===== config.mk =====
export PLATFORM = sky130hd
export DESIGN_NAME = memory_map_bank_decoder
export DESIGN_NICKNAME = d
export VERILOG_FILES = /design/src/hw/mm_decoder_pkg.sv /design/src/hw/mm_region_classify.sv /design/src/hw/mm_csr_slave.sv /design/src/hw/memory_map_bank_decoder.sv
export VERILOG_INCLUDE_DIRS = /design/src /design/src/hw
export SDC_FILE = /design/constraint.sdc
export NUM_CORES = 1
export LEC_CHECK = 0
export BUFFER_PORTS_ARGS = -buffer_cell sky130_fd_sc_hd__buf_2
export CAP_MARGIN = 20
export CORE_MARGIN = 4
export CORE_UTILIZATION = 43
export CTS_CLUSTER_SIZE = 10
export DETAILED_ROUTE_END_ITERATION = 7
export GPL_ROUTABILITY_DRIVEN = 0
export PLACE_DENSITY = 0.7
export SYNTH_ARGS = -nofsm -noshare
export SYNTH_HDL_FRONTEND = slang
export SYNTH_SLANG_ARGS = --single-unit

===== constraint.sdc =====
create_clock -name clock -period 3.6 [get_ports clock]
set_input_delay 0.18 -clock clock [delete_from_list [all_inputs] [get_ports clock]]
set_output_delay 0.18 -clock clock [all_outputs]
set_load 0.05 [all_outputs]

===== src/hw/mm_decoder_defines.svh =====
// Address map, register offsets, field positions and reset values of the data-space decoder
// Included by bare name from the decoder modules; definitions only
`ifndef MM_DECODER_DEFINES_SVH
`define MM_DECODER_DEFINES_SVH
////////////////////////////////////////////////////////////////////////////////
// Data-space boundaries
`define FAST_LO       16'hfe00
`define FAST_HI       16'hfeff
`define SHORT_LO      16'hfe20
`define GPR_LO        16'hfee0
`define MACRO_LO      16'hfec2
`define MACRO_LO_RF   16'hfed4
`define MACRO_HI      16'hfedf
`define NVM_LO        16'hfb00
`define NVM_HI        16'hfcff
`define SFR_LO        16'hff00
`define XSFR_LO       16'hffd0
`define XSFR_HI       16'hffdf
`define RAM_LO_0      16'hfd80
`define RAM_LO_1      16'hfd00
`define RAM_LO_2      16'hfc80
`define RAM_LO_3      16'hfb00
`define ROM_HI_8K     16'h1fff
`define ROM_HI_16K    16'h3fff
`define ROM_HI_32K    16'h7fff
////////////////////////////////////////////////////////////////////////////////
// Register byte offsets
`define REG_MODE      8'h00
`define REG_LATCH     8'h04
`define REG_DIR       8'h08
`define REG_CFG       8'h0c
`define REG_STAT      8'h10
////////////////////////////////////////////////////////////////////////////////
// Field positions
`define MODE_EXT_EN   0
`define MODE_MEG      1
`define CFG_REF_VAR   0
`define CFG_REF_ON    1
`define CFG_NVM       2
`define CFG_ROMLESS   3
`define CFG_ROM_LSB   4
`define CFG_RAM_LSB   6
`define STAT_LOCK     0
`define STAT_FETCH    1
`define STAT_SHORT    2
`define STAT_SCRATCH  3
`define STAT_EXT      4
`define STAT_NVM      5
////////////////////////////////////////////////////////////////////////////////
// Reset values
`define MODE_RST      8'h00
`define LATCH_RST     8'h00
`define DIR_RST       8'h00
`define CFG_RST       8'h10
`endif


===== src/hw/mm_decoder_pkg.sv =====
// Types shared by the data-space decoder modules
// Assumes nothing beyond a SystemVerilog compiler
package mm_decoder_pkg;

  typedef enum logic [2:0] {
    RGN_ROM,
    RGN_EXTMEM,
    RGN_NVM,
    RGN_SCRATCH,
    RGN_FAST,
    RGN_SFR,
    RGN_EXTSFR
  } region_t;

  typedef enum logic {
    ST_RUN,
    ST_LOCKED
  } state_t;

endpackage


===== src/hw/mm_region_classify.sv =====
// Combinational classifier of a 16-bit data address into its region
// Assumes the caller registers the result and handles faults
`include "mm_decoder_defines.svh"

module mm_region_classify
(
  // Address under test
  input  wire logic [15:0]           addr,
  // Configuration
  input  wire logic                  refreshVar,
  input  wire logic                  nvmFitted,
  input  wire logic                  romLess,
  input  wire logic                  busOpen,
  input  wire logic [1:0]            romSize,
  input  wire logic [1:0]            ramSize,
  // Result
  output mm_decoder_pkg::region_t    region,
  output logic                       fastShort,
  output logic                       gprHit,
  output logic                       macroHit
);

  function automatic logic inRange(input logic [15:0] a, input logic [15:0] lo, input logic [15:0] hi);
    inRange = (a >= lo) && (a <= hi);
  endfunction

  logic [15:0] ramLo;
  logic [15:0] romHi;

  always_comb
  begin
    case (ramSize)
      2'h0:    ramLo = `RAM_LO_0;
      2'h1:    ramLo = `RAM_LO_1;
      2'h2:    ramLo = `RAM_LO_2;
      default: ramLo = `RAM_LO_3;
    endcase
    case (romSize)
      2'h0:    romHi = `ROM_HI_8K;
      2'h1:    romHi = `ROM_HI_16K;
      default: romHi = `ROM_HI_32K;
    endcase
  end

  always_comb
  begin
    if (addr >= `SFR_LO)
      region = (inRange(addr, `XSFR_LO, `XSFR_HI) && !refreshVar && busOpen) ?
               mm_decoder_pkg::RGN_EXTSFR : mm_decoder_pkg::RGN_SFR;
    else if (inRange(addr, `FAST_LO, `FAST_HI))
      region = mm_decoder_pkg::RGN_FAST;
    else if (nvmFitted && inRange(addr, `NVM_LO, `NVM_HI))
      region = mm_decoder_pkg::RGN_NVM;
    else if (addr >= ramLo)
      region = mm_decoder_pkg::RGN_SCRATCH;
    else if (!romLess && addr <= romHi)
      region = mm_decoder_pkg::RGN_ROM;
    else
      region = mm_decoder_pkg::RGN_EXTMEM;
    fastShort = inRange(addr, `SHORT_LO, `FAST_HI);
    gprHit    = inRange(addr, `GPR_LO, `FAST_HI);
    macroHit  = inRange(addr, refreshVar ? `MACRO_LO_RF : `MACRO_LO, `MACRO_HI);
  end

endmodule


===== src/hw/mm_csr_slave.sv =====
// Avalon-MM register file of the decoder: mode, bank and configuration registers
// Assumes a master that holds its request until waitrequest is seen low
`include "mm_decoder_defines.svh"

module mm_csr_slave
(
  // Clock and reset
  input  wire logic        clock,
  input  wire logic        rst_n,
  // Avalon-MM slave
  input  wire logic [7:0]  address,
  input  wire logic        read,
  input  wire logic        write,
  input  wire logic [3:0]  byteenable,
  input  wire logic [31:0] writedata,
  output logic      [31:0] readdata,
  output logic             waitrequest,
  // Register contents
  input  wire logic [7:0]  status,
  output logic      [7:0]  modeReg,
  output logic      [7:0]  latchReg,
  output logic      [7:0]  dirReg,
  output logic      [7:0]  cfgReg,
  output logic      [7:0]  statClear
);

  logic wrLow;

  assign wrLow = write && !waitrequest && byteenable[0];

  // One wait state per access
  always_ff @(posedge clock)
  begin
    if (!rst_n)
      waitrequest <= 1'b1;
    else
      waitrequest <= !((read || write) && waitrequest);
  end

  always_ff @(posedge clock)
  begin
    if (!rst_n)
      readdata <= 32'h0;
    else if (read && waitrequest)
      case (address)
        `REG_MODE:  readdata <= {24'h0, modeReg};
        `REG_LATCH: readdata <= {24'h0, latchReg};
        `REG_DIR:   readdata <= {24'h0, dirReg};
        `REG_CFG:   readdata <= {24'h0, cfgReg};
        `REG_STAT:  readdata <= {24'h0, status};
        default:    readdata <= 32'h0;
      endcase
  end

  always_ff @(posedge clock)
  begin
    if (!rst_n)
    begin
      modeReg  <= `MODE_RST;
      latchReg <= `LATCH_RST;
      dirReg   <= `DIR_RST;
      cfgReg   <= `CFG_RST;
    end
    else if (wrLow)
      case (address)
        `REG_MODE:  modeReg  <= writedata[7:0];
        `REG_LATCH: latchReg <= writedata[7:0];
        `REG_DIR:   dirReg   <= writedata[7:0];
        `REG_CFG:   cfgReg   <= writedata[7:0];
        default:    ;
      endcase
  end

  always_ff @(posedge clock)
  begin
    if (!rst_n)
      statClear <= 8'h00;
    else
      statClear <= (wrLow && address == `REG_STAT) ? writedata[7:0] : 8'h00;
  end

endmodule


===== src/hw/memory_map_bank_decoder.sv =====
// Data-space decoder with one-megabyte bank extension and access checks
// Assumes CPU request signals and the peripheral hit flag are synchronous to clock
//
// Contract
// - Top 256 bytes of internal RAM decode as fast RAM, apart from scratch RAM.
// - Short direct addressing reaches only fast RAM from 0FE20H to 0FEFFH.
// - Four banks of eight working registers sit at the top 32 fast RAM bytes.
// - Transfer control words occupy 0FEC2H to 0FEDFH, from 0FED4H in refresh variant.
// - Instruction fetch from internal RAM is refused; RAM serves data only.
// - Refresh variant: scratch RAM unusable while refresh is enabled.
// - With nonvolatile memory fitted, 0FB00H to 0FCFFH decode as persistent storage.
// - 0FF00H to 0FFFFH decode as the peripheral register area.
// - Unassigned peripheral address access deadlocks; only reset clears it.
// - Outside refresh variant, 0FFD0H to 0FFDFH go external when ROM-less or expanded.
// - External register window uses the same bus cycles as external memory.
// - Unclaimed addresses go external only when expansion mode or the ROM-less configuration enables it, or when an extended access selects a nonzero bank.
// - One-megabyte mode turns four port-six pins into address bits 16 to 19.
// - Extended space is sixteen 64K banks selected by a 4-bit bank value.
// - Bank value drives the high lines only during extended instructions.
// - Ampersand operand takes bank from port-six latch, else from direction-register nibble.
`include "mm_decoder_defines.svh"

module memory_map_bank_decoder
(
  // Clock and reset
  input  wire logic                  clock,
  input  wire logic                  rst_n,
  // Avalon-MM register port
  input  wire logic [7:0]            address,
  input  wire logic                  read,
  input  wire logic                  write,
  input  wire logic [3:0]            byteenable,
  input  wire logic [31:0]           writedata,
  output logic      [31:0]           readdata,
  output logic                       waitrequest,
  // CPU access request
  input  wire logic                  cpuReq,
  input  wire logic [15:0]           cpuAddr,
  input  wire logic                  cpuFetch,
  input  wire logic                  cpuShortDirect,
  input  wire logic                  cpuExtended,
  input  wire logic                  cpuAmpPrefix,
  input  wire logic                  cpuWordStore,
  input  wire logic                  cpuRotate,
  // Peripheral register presence
  input  wire logic                  sfrAssigned,
  // Decode answer
  output logic                       respValid,
  output mm_decoder_pkg::region_t    respRegion,
  output logic      [19:0]           respAddr,
  output logic                       respFault,
  output logic                       respExtBus,
  output logic                       respShort,
  output logic                       respGpr,
  output logic                       respMacro,
  // High address pins
  output logic      [3:0]            highAddr,
  output logic                       highAddrOe_n,
  // Lock state
  output logic                       deadlocked
);

  ////////////////////////////////////////////////////////////////////////////////
  // Registers and configuration
  logic [7:0]                modeReg;
  logic [7:0]                latchReg;
  logic [7:0]                dirReg;
  logic [7:0]                cfgReg;
  logic [7:0]                statClear;
  logic [7:0]                status;
  logic [5:1]                sticky_q;
  logic [5:1]                stickySet;
  mm_decoder_pkg::state_t    state_q;
  mm_decoder_pkg::state_t    state_d;
  mm_decoder_pkg::region_t   rgn;
  mm_decoder_pkg::region_t   effRgn;
  logic                      fastShort;
  logic                      gprHit;
  logic                      macroHit;
  logic                      extEn;
  logic                      meg1;
  logic                      refreshVar;
  logic                      refreshOn;
  logic                      nvmFitted;
  logic                      romLess;
  logic                      busOpen;
  logic [3:0]                bank;
  logic                      useBank;
  logic                      highBank;
  logic                      fetchErr;
  logic                      shortErr;
  logic                      scratchErr;
  logic                      extErr;
  logic                      nvmErr;
  logic                      sfrErr;
  logic                      anyErr;
  logic                      take;

  mm_csr_slave u_mm_csr_slave
  (
    .clock       (clock),
    .rst_n       (rst_n),
    .address     (address),
    .read        (read),
    .write       (write),
    .byteenable  (byteenable),
    .writedata   (writedata),
    .readdata    (readdata),
    .waitrequest (waitrequest),
    .status      (status),
    .modeReg     (modeReg),
    .latchReg    (latchReg),
    .dirReg      (dirReg),
    .cfgReg      (cfgReg),
    .statClear   (statClear)
  );

  assign extEn      = modeReg[`MODE_EXT_EN];
  assign meg1       = modeReg[`MODE_MEG];
  assign refreshVar = cfgReg[`CFG_REF_VAR];
  assign refreshOn  = cfgReg[`CFG_REF_ON];
  assign nvmFitted  = cfgReg[`CFG_NVM];
  assign romLess    = cfgReg[`CFG_ROMLESS];
  assign busOpen    = extEn || romLess;

  ////////////////////////////////////////////////////////////////////////////////
  // Region decode
  mm_region_classify u_mm_region_classify
  (
    .addr       (cpuAddr),
    .refreshVar (refreshVar),
    .nvmFitted  (nvmFitted),
    .romLess    (romLess),
    .busOpen    (busOpen),
    .romSize    (cfgReg[`CFG_ROM_LSB +: 2]),
    .ramSize    (cfgReg[`CFG_RAM_LSB +: 2]),
    .region     (rgn),
    .fastShort  (fastShort),
    .gprHit     (gprHit),
    .macroHit   (macroHit)
  );

  ////////////////////////////////////////////////////////////////////////////////
  // Bank selection and access checks
  assign bank     = cpuAmpPrefix ? latchReg[3:0] : dirReg[3:0];
  assign useBank  = cpuExtended && meg1;
  assign highBank = useBank && (bank != 4'h0);
  assign effRgn   = highBank ? mm_decoder_pkg::RGN_EXTMEM : rgn;
  assign take     = cpuReq && (state_q == mm_decoder_pkg::ST_RUN);

  assign fetchErr   = cpuFetch && (effRgn == mm_decoder_pkg::RGN_FAST || effRgn == mm_decoder_pkg::RGN_SCRATCH);
  assign shortErr   = cpuShortDirect && !fastShort;
  assign scratchErr = (effRgn == mm_decoder_pkg::RGN_SCRATCH) && refreshVar && refreshOn;
  assign extErr     = (effRgn == mm_decoder_pkg::RGN_EXTMEM) && !busOpen && !highBank;
  // Word stores and digit rotates onto persistent storage are flagged
  assign nvmErr     = (effRgn == mm_decoder_pkg::RGN_NVM) && (cpuWordStore || cpuRotate);
  assign sfrErr     = (effRgn == mm_decoder_pkg::RGN_SFR) && !sfrAssigned && !shortErr;
  assign anyErr     = fetchErr || shortErr || scratchErr || extErr || nvmErr;

  ////////////////////////////////////////////////////////////////////////////////
  // Lock state
  always_comb
  begin
    state_d = state_q;
    case (state_q)
      mm_decoder_pkg::ST_RUN:
        if (take && sfrErr)
          state_d = mm_decoder_pkg::ST_LOCKED;
      mm_decoder_pkg::ST_LOCKED:
        state_d = mm_decoder_pkg::ST_LOCKED;
      default:
        state_d = mm_decoder_pkg::ST_RUN;
    endcase
  end

  always_ff @(posedge clock)
  begin
    if (!rst_n)
      state_q <= mm_decoder_pkg::ST_RUN;
    else
      state_q <= state_d;
  end

  always_ff @(posedge clock)
  begin
    if (!rst_n)
      deadlocked <= 1'b0;
    else
      deadlocked <= (state_d == mm_decoder_pkg::ST_LOCKED);
  end

  ////////////////////////////////////////////////////////////////////////////////
  // Decode answer, one cycle after the request
  always_ff @(posedge clock)
  begin
    if (!rst_n)
      respValid <= 1'b0;
    else
      respValid <= take && !sfrErr;
  end

  always_ff @(posedge clock)
  begin
    if (!rst_n)
    begin
      respRegion <= mm_decoder_pkg::RGN_ROM;
      respAddr   <= 20'h00000;
      respFault  <= 1'b0;
      respExtBus <= 1'b0;
      respShort  <= 1'b0;
      respGpr    <= 1'b0;
      respMacro  <= 1'b0;
    end
    else if (take)
    begin
      respRegion <= effRgn;
      respAddr   <= {useBank ? bank : 4'h0, cpuAddr};
      respFault  <= anyErr;
      // Window and memory share one external cycle type
      respExtBus <= !anyErr && (effRgn == mm_decoder_pkg::RGN_EXTMEM || effRgn == mm_decoder_pkg::RGN_EXTSFR);
      respShort  <= cpuShortDirect && fastShort && !highBank;
      respGpr    <= gprHit && !highBank;
      respMacro  <= macroHit && !highBank;
    end
  end

  always_ff @(posedge clock)
  begin
    if (!rst_n)
    begin
      highAddr     <= 4'h0;
      highAddrOe_n <= 1'b1;
    end
    else
    begin
      highAddr     <= (take && useBank) ? bank : 4'h0;
      highAddrOe_n <= !(take && useBank);
    end
  end

  ////////////////////////////////////////////////////////////////////////////////
  // Sticky fault causes, set wins over clear
  assign stickySet = take ? {nvmErr, extErr, scratchErr, shortErr, fetchErr} : 5'h00;

  always_ff @(posedge clock)
  begin
    if (!rst_n)
      sticky_q <= 5'h00;
    else
      sticky_q <= (sticky_q & ~statClear[5:1]) | stickySet;
  end

  assign status = {2'h0, sticky_q, deadlocked};

  ////////////////////////////////////////////////////////////////////////////////
  // Checks
  property p_fetchRam;
    @(posedge clock) disable iff (!rst_n)
    take && cpuFetch && !useBank && cpuAddr[15:8] == 8'hfe |=> respValid && respFault;
  endproperty
  a_fetchRam: assert property (p_fetchRam) else $error("Fetch from fast RAM not refused");

  property p_shortLow;
    @(posedge clock) disable iff (!rst_n)
    take && cpuShortDirect && cpuAddr >= `FAST_LO && cpuAddr < `SHORT_LO |=> respFault && !respShort;
  endproperty
  a_shortLow: assert property (p_shortLow) else $error("Short direct below window accepted");

  property p_fastData;
    @(posedge clock) disable iff (!rst_n)
    take && !useBank && !cpuFetch && cpuAddr >= `SHORT_LO && cpuAddr <= `FAST_HI
      |=> respRegion == mm_decoder_pkg::RGN_FAST && !respFault;
  endproperty
  a_fastData: assert property (p_fastData) else $error("Fast RAM data access misdecoded");

  property p_gpr;
    @(posedge clock) disable iff (!rst_n)
    take && !useBank && cpuAddr >= `GPR_LO && cpuAddr <= `FAST_HI |=> respGpr;
  endproperty
  a_gpr: assert property (p_gpr) else $error("Working register bytes not flagged");

  property p_macro;
    @(posedge clock) disable iff (!rst_n)
    take && !useBank && cpuAddr >= `MACRO_LO && cpuAddr < `MACRO_LO_RF |=> respMacro == !$past(refreshVar);
  endproperty
  a_macro: assert property (p_macro) else $error("Control word range start wrong");

  property p_scratch;
    @(posedge clock) disable iff (!rst_n)
    take && !useBank && !cpuFetch && !cpuShortDirect && rgn == mm_decoder_pkg::RGN_SCRATCH
      && !(refreshVar && refreshOn) |=> respRegion == mm_decoder_pkg::RGN_SCRATCH && !respFault;
  endproperty
  a_scratch: assert property (p_scratch) else $error("Scratch RAM data access misdecoded");

  property p_scratchOff;
    @(posedge clock) disable iff (!rst_n)
    take && rgn == mm_decoder_pkg::RGN_SCRATCH && !highBank && refreshVar && refreshOn |=> respFault;
  endproperty
  a_scratchOff: assert property (p_scratchOff) else $error("Scratch RAM usable during refresh");

  property p_nvm;
    @(posedge clock) disable iff (!rst_n)
    take && !useBank && nvmFitted && cpuAddr >= `NVM_LO && cpuAddr <= `NVM_HI
      |=> respRegion == mm_decoder_pkg::RGN_NVM;
  endproperty
  a_nvm: assert property (p_nvm) else $error("Persistent storage misdecoded");

  property p_sfr;
    @(posedge clock) disable iff (!rst_n)
    take && !useBank && cpuAddr >= `SFR_LO && cpuAddr < `XSFR_LO && sfrAssigned && !cpuShortDirect
      |=> respValid && respRegion == mm_decoder_pkg::RGN_SFR;
  endproperty
  a_sfr: assert property (p_sfr) else $error("Peripheral area misdecoded");

  property p_lock;
    @(posedge clock) disable iff (!rst_n)
    take && sfrErr |=> (deadlocked && !respValid) [*4];
  endproperty
  a_lock: assert property (p_lock) else $error("Unassigned peripheral access did not lock");

  property p_xsfr;
    @(posedge clock) disable iff (!rst_n)
    take && !useBank && !cpuFetch && !cpuShortDirect && cpuAddr >= `XSFR_LO && cpuAddr <= `XSFR_HI
      && !refreshVar && busOpen |=> respExtBus && respRegion == mm_decoder_pkg::RGN_EXTSFR;
  endproperty
  a_xsfr: assert property (p_xsfr) else $error("External register window not routed out");

  property p_extOff;
    @(posedge clock) disable iff (!rst_n)
    take && rgn == mm_decoder_pkg::RGN_EXTMEM && !busOpen && !highBank |=> respFault && !respExtBus;
  endproperty
  a_extOff: assert property (p_extOff) else $error("External access while expansion off");

  property p_pinsIdle;
    @(posedge clock) disable iff (!rst_n)
    !(take && useBank) |=> highAddrOe_n;
  endproperty
  a_pinsIdle: assert property (p_pinsIdle) else $error("High address lines driven outside extended access");

  property p_bankLatch;
    @(posedge clock) disable iff (!rst_n)
    take && useBank && cpuAmpPrefix |=> !highAddrOe_n && highAddr == $past(latchReg[3:0]);
  endproperty
  a_bankLatch: assert property (p_bankLatch) else $error("Prefixed access used wrong bank");

  property p_addr;
    @(posedge clock) disable iff (!rst_n)
    take && useBank && !cpuAmpPrefix |=> respAddr == {$past(dirReg[3:0]), $past(cpuAddr)};
  endproperty
  a_addr: assert property (p_addr) else $error("Extended address not bank above operand");

  property p_bankExt;
    @(posedge clock) disable iff (!rst_n)
    take && highBank && !cpuShortDirect |=> respExtBus && respRegion == mm_decoder_pkg::RGN_EXTMEM;
  endproperty
  a_bankExt: assert property (p_bankExt) else $error("Nonzero bank not routed external");

endmodule


Word level (Yosys, flattened, before mapping)
Cells that the tools add are included.

word-level totals
  word-level logic and storage cells = 131
  flip-flop bits (word level) = 111
  output and inout port bits = 68

operators by class
  bitwise operators = 4
  multiplexer cells = 16
  $lt $le $gt $ge = 13
  eq/ne operators = 13
  reductions and logical operators = 66

operator list
  kind                                                              number
  16-bit greater-or-equal comparator (second input constant)        6
  16-bit less-or-equal comparator (second input constant)           4
  8-bit case mux with 5 select lines                                1
  1-bit logical AND                                                 35
  11-bit case mux with 3 select lines                               1
  16-bit greater-or-equal comparator                                2
  15-bit case mux with 2 select lines                               1
  8-bit by 4-bit == test with 1-bit output (second input constant)  2
  16-bit by 15-bit less-or-equal comparator with 1-bit output       1
  3-bit two-way mux                                                 5
  1-bit logical NOT                                                 12
  2-bit AND reduction                                               6
  5-bit two-way mux                                                 2
  3-bit == test (second input constant)                             3
  1-bit logical OR                                                  9
  8-bit by 3-bit == test with 1-bit output (second input constant)  1
  8-bit by 5-bit == test with 1-bit output (second input constant)  1
  8-bit logical NOT                                                 1
  4-bit two-way mux                                                 2
  3-bit by 2-bit == test with 1-bit output (second input constant)  2
  5-bit bitwise AND                                                 1
  5-bit NOT                                                         1
  5-bit bitwise OR                                                  1
  2-bit by 1-bit == test with 1-bit output (second input constant)  2
  other kinds (8)                                                   10

Logic depth before layout (Yosys ltp)
  depth in word-level cells = 19
  mapped depth = 11

By module
Synthesis repeated with hierarchy kept, for this count alone.

second synthesis, totals
  cells, all modules = 480
  area total of the unflattened synthesis = 4309.1 sq um

by module, submodules not included
  module                   cells each  area each (sq um)  times used
  mm_csr_slave             247         2301.0             1
  memory_map_bank_decoder  177         1624.1             1
  mm_region_classify       56          384.1              1

Worst setup path before layout
No wires, ideal clock.

  path kind = reg2reg
  from = register u_mm_csr_slave.cfgReg[6]
  to = register respExtBus
  data required time = 3.484 ns
  data arrival time = 2.023 ns
  library setup time = 0.116 ns
  setup slack = 1.461 ns
  cell stages (with the launch flop) = 12
  cells stage by stage = dfxtp_1 -> nand2_1 -> inv_1 -> ha_1 -> nor4bb_1 -> nand3_1 -> nand3_1 -> o21ai_0 -> buf_2 -> nor3b_1 -> o211ai_1 -> a41o_1

on the way
  cells in the longest elaborated chain, start to end = 17
  elaborated cells on any way between the ends = 29

ends and longest elaborated chain
  item                                                                       line                                                            text
  start: declaration                                                         mm_csr_slave.sv:23                                              output logic [7:0] cfgReg,
  start signal: assignment                                                   mm_csr_slave.sv:62                                              cfgReg <= `CFG_RST;
  start signal: assignment                                                   mm_csr_slave.sv:69                                              `REG_CFG: cfgReg <= writedata[7:0];
  2-bit == test (tied with other cells)                                      mm_region_classify.sv:32                                        case (ramSize)
  11-bit case mux with 3 select lines (*)                                    mm_region_classify.sv:32
  16-bit greater-or-equal comparator (*)                                     mm_region_classify.sv:54                                        else if (addr >= ramLo)
  3-bit two-way mux (*)                                                      mm_region_classify.sv:54
  3-bit two-way mux (*)                                                      mm_region_classify.sv:52                                        else if (nvmFitted && inRange(addr, `NVM_LO, `NVM_HI))
  3-bit two-way mux (*)                                                      mm_region_classify.sv:50                                        else if (inRange(addr, `FAST_LO, `FAST_HI))
  3-bit two-way mux (*)                                                      mm_region_classify.sv:47                                        if (addr >= `SFR_LO)
  3-bit two-way mux (*)                                                      memory_map_bank_decoder.sv:148                                  assign effRgn = highBank ? mm_decoder_pkg::RGN_EXTMEM : rgn;
  3-bit == test or 3-bit by 2-bit == test with 1-bit output (tied branches)  memory_map_bank_decoder.sv:151, memory_map_bank_decoder.sv:153
  1-bit logical OR                                                           memory_map_bank_decoder.sv:151                                  assign fetchErr = cpuFetch && (effRgn == mm_decoder_pkg::RGN_FAST || effRgn == mm_decoder_pkg::RGN_SCRATCH);
  1-bit logical AND                                                          memory_map_bank_decoder.sv:151
  1-bit logical OR (4 in series)                                             memory_map_bank_decoder.sv:158                                  assign anyErr = fetchErr || shortErr || scratchErr || extErr || nvmErr;
  1-bit logical NOT                                                          memory_map_bank_decoder.sv:220                                  respExtBus <= !anyErr && (effRgn == mm_decoder_pkg::RGN_EXTMEM || effRgn == mm_decoder_pkg::RGN_EXTSFR);
  1-bit logical AND (*)                                                      memory_map_bank_decoder.sv:220
  end signal: assignment                                                     memory_map_bank_decoder.sv:220
  end: declaration                                                           memory_map_bank_decoder.sv:52                                   output logic respExtBus,

Mark *: on every way between the ends. The rest lies on a longest branch, timed or not.
A chain may end at the register's enable or synchronous reset.

Worst setup path after layout
  from = input address[0]
  to = register u_mm_csr_slave.latchReg[7]

on the way
  cells in the longest elaborated chain, start to end = 2

ends and longest elaborated chain
  item                                      line                           text
  start: declaration                        memory_map_bank_decoder.sv:29  input wire logic [7:0] address,
  8-bit by 3-bit == test with 1-bit output  mm_csr_slave.sv:65             case (address)
  2-bit AND reduction (no source line)      -
  end signal: assignment                    mm_csr_slave.sv:60             latchReg <= `LATCH_RST;
  end signal: assignment                    mm_csr_slave.sv:67             `REG_LATCH: latchReg <= writedata[7:0];
  end: declaration                          mm_csr_slave.sv:21             output logic [7:0] latchReg,

Every way passes these cells.

==> flow_metrics.py <==
metrics = {
    "outcome": {
        "status": "complete, no violations",
    },
    "logic_synthesis": {
        "yosysMostFrequentCell": "dfxtp_1",
        "synth.avg_cell_area_um2": 9.26,
        "synthCells": 451,
        "async_flop_share_pct": 0,
        "synth-seq-cells": 86,
        "synth_edf_count": 0,
        "synth.area.top_cells": "dfxtp_1 41%, mux2i_1 6.9%, nand2_1 5.8%",
        "ys_seq_area_share_pct": 41.2,
        "yosysWarnings": 0,
        "ys_types": 58,
        "yosysTopAreaCellShare_pct": 41.2,
        "yosysTopAreaCell": "dfxtp_1",
        "synthTopCellsByCount": "86 x dfxtp_1, 64 x nand2_1, 29 x mux2i_1, 29 x nor2b_1, 28 x a21boi_0",
        "synth_ff_type": "dfxtp_1",
        "syn_area_mm2": 0.00418,
    },
    "timing": {
        "setup_viol": 0,
        "grt_setup_unrepaired": "no",
        "fin_tns_setup_ns": 0,
        "drv_slew": 0,
        "hold_viol_final": 0,
        "period_needed_ns": 2.39,
        "skew_ns": 0.0115,
        "fin_crit_sh_pct": 66.4,
        "relSlewSlack_pct": 31.2,
        "tightest_slew_ns": 1.03,
        "max_freq_mhz": 418,
    },
    "clock_network": {
        "clock-sinks": 86,
        "postCtsSetupRepairBufs": 0,
        "clk_latency_ns": 0.36,
        "numCtsBuffers": 9,
        "cts_root_buf": "clkbuf_8",
        "post_cts_resized": 0,
        "cts_htree_levels": 3,
        "cts_tree": "done",
        "clock_path_buffers": 2,
        "ctsHoldBuffers": 0,
        "clkTransAtPathRegs_ns": 0.08,
    },
    "drt": {
        "post_drt_wl_per_cell_um": 15.4,
        "firstDrtPassIters": 4,
        "drtIter0Drc": 154,
        "drc": 0,
        "viasPerCell": 5.17,
        "drt.antenna.violating_nets": 0,
        "wl_um": 10100,
        "vias": 3407,
    },
    "pwr": {
        "power_density_mw_per_mm2": 412,
        "power_w": 0.00199,
        "ir_drop_mv": 0.216,
        "cellLeakagePower_nw": 2.20,
    },
    "min_path": {
        "hp-class": "primary input to flop",
    },
    "worst_setup_path": {
        "cp.arrival_ns": 2.63,
        "path_cells": "buf_2, or4_1, nor3_1, and3b_1, nand2_1, nand2_1, a21boi_0",
        "crit_top_cell": "nand2_1",
        "cp.depth": 7,
        "path_buf_inv": 1,
        "cp.required_ns": 3.84,
        "endpoint": "u_mm_csr_slave.latchReg[7]",
        "crit_type": "primary input to flop",
        "start_kind": "primary input",
        "r2r-end": "respExtBus",
        "endpoint_kind": "flop",
        "worstPathMaxFanout": 14,
        "ff2ff_path_depth": 11,
        "slowest_delay_ns": 0.64,
        "slowest_stage": "nor3_1",
        "crit_family": "simple AND/OR/NAND/NOR gates",
        "r2r_slack_ns": 1.21,
        "crit_start": "address[0]",
        "r2r-start": "u_mm_csr_slave.cfgReg[6]",
    },
    "die": {
        "dieArea_mm2": 0.0114,
        "die_w_um": 107,
        "core_area_mm2": 0.00933,
        "die_y_um": 107,
        "num_rows": 35,
        "ioPinCount": 140,
        "start_util_pct": 44.8,
    },
    "run": {
        "drv_cap": 0,
    },
    "grt": {
        "grt_pass1_wl_um": 16500,
        "grt_pass1_vias": 3314,
        "grt_use_total_pct": 18.0,
        "grt_max_degree": 47,
        "antenna_found_initial": 0,
        "grt_remaining_overflow": 0,
    },
    "placement": {
        "dpl.hpwl_um": 7510,
        "io_buffers": 88,
    },
    "finish": {
        "drive_gt1_share_pct": 24.5,
        "antennaDiodeCount": 0,
        "num-nets-final": 608,
        "fillers": 886,
        "area_growth_pct": 15.5,
    },
}
==> power by group <==
part | total (W) | switching, W | internal [W]
clock network | 0.000728 | 0.000327 | 0.000401
logic | 0.000280 | 0.000209 | 0.0000701
registers | 0.000980 | 0.00000997 | 0.000970
total | 0.00199 | 0.000546 | 0.00144
==> worst reg2reg max path, cell delays in order (launching register included) <==
cell and delay (ns):
dfxtp_1 0.37, nand2_1 0.11, inv_1 0.05, ha_1 0.30, nor4bb_1 0.30, nand3_1 0.12
nand3_1 0.09, o21ai_0 0.07, buf_4 0.18, mux2i_1 0.13, a311oi_1 0.38, a41o_1 0.23
==> through the flow <==
| step | setup slack (ns) | area [µm²] | std cells | hold WS, ns | utilization [%] |
|---|---|---|---|---|---|
| finish | 1.21 | 4820 | 659 | 0.0481 | 51.7 |
| global route | 0.994 | 4820 | 659 | 0.0551 | 51.7 |
| CTS | 1.23 | 4820 | 659 | 0.0321 | 51.7 |
| detailed placement | 0.891 | 4610 | 645 | 0.420 | 49.5 |
| global placement | 0.898 | 4610 | 645 | 0.405 | 49.5 |
| floorplan | 1.46 | 4260 | 474 | 0.296 | - |
==> cells in the final DEF (no fill, tap or decap), types with 9 or more instances in the layout <==
master	count
nand3_1	17
and2_1	10
clkbuf_8	10
mux2i_1	29
nand2_1	64
dfxtp_1	86
ha_1	9
buf_2	88
a21oi_1	10
nor2b_1	28
conb_1	24
inv_1	10
a21boi_0	28
nor2_1	13
==> final cells by class <==
class                   count  area, µm²  area share (%)
multi-input cells         328       2220            46.1
flip-flops and latches     86       1720            35.7
repair buffers             92        470            9.75
well taps                 129        161            3.35
clock buffers              10        138            2.85
clock inverters             4       72.6            1.50
inverters                  10       37.5           0.778
==> worst min-delay path by stage <==
stage / from / endpoint / slack [ns] / cells after the start
2_1_floorplan: read / u_mm_csr_slave.waitrequest / 0.30 / 1
3_3_place_gp: read / u_mm_csr_slave.waitrequest / 0.41 / 2
3_5_place_dp: read / u_mm_csr_slave.waitrequest / 0.42 / 2
4_1_cts: read / u_mm_csr_slave.waitrequest / 0.03 / 2
5_1_grt: read / u_mm_csr_slave.waitrequest / 0.06 / 2
6_report: read / u_mm_csr_slave.waitrequest / 0.05 / 2
==> cells by family after synthesis <==
family | Yosys count | share of synthesized area (%)
AND/OR/NAND/NOR | 172 | 22.5
AO/OA/AOI/OAI | 86 | 15.9
flip-flops | 86 | 41.2
buffers and inverters | 60 | 7.73
multiplexers | 37 | 9.91
adder cells (fa/ha/maj) | 9 | 2.70
other | 1 | 0.0898
==> sequential cells by signal, indices dropped and copies added, names as in the netlist, 3 cells and up <==
register,count
highAddr,4
respAddr,20
respRegion,3
sticky_q,5
u_mm_csr_slave.cfgReg,8
u_mm_csr_slave.dirReg,8
u_mm_csr_slave.latchReg,8
u_mm_csr_slave.modeReg,8
u_mm_csr_slave.readdata,8
u_mm_csr_slave.statClear,5
==> layer usage <==
metal  vias up  part of all wire, %  track usage [%]
met5         -                    0                0
met2        90                   50             30.8
li1       1700                    -                -
met4         0                  1.3             6.21
met1      1607                   43             22.9
met3        10                  5.6             3.07
(Power assumes the default switching activity.)
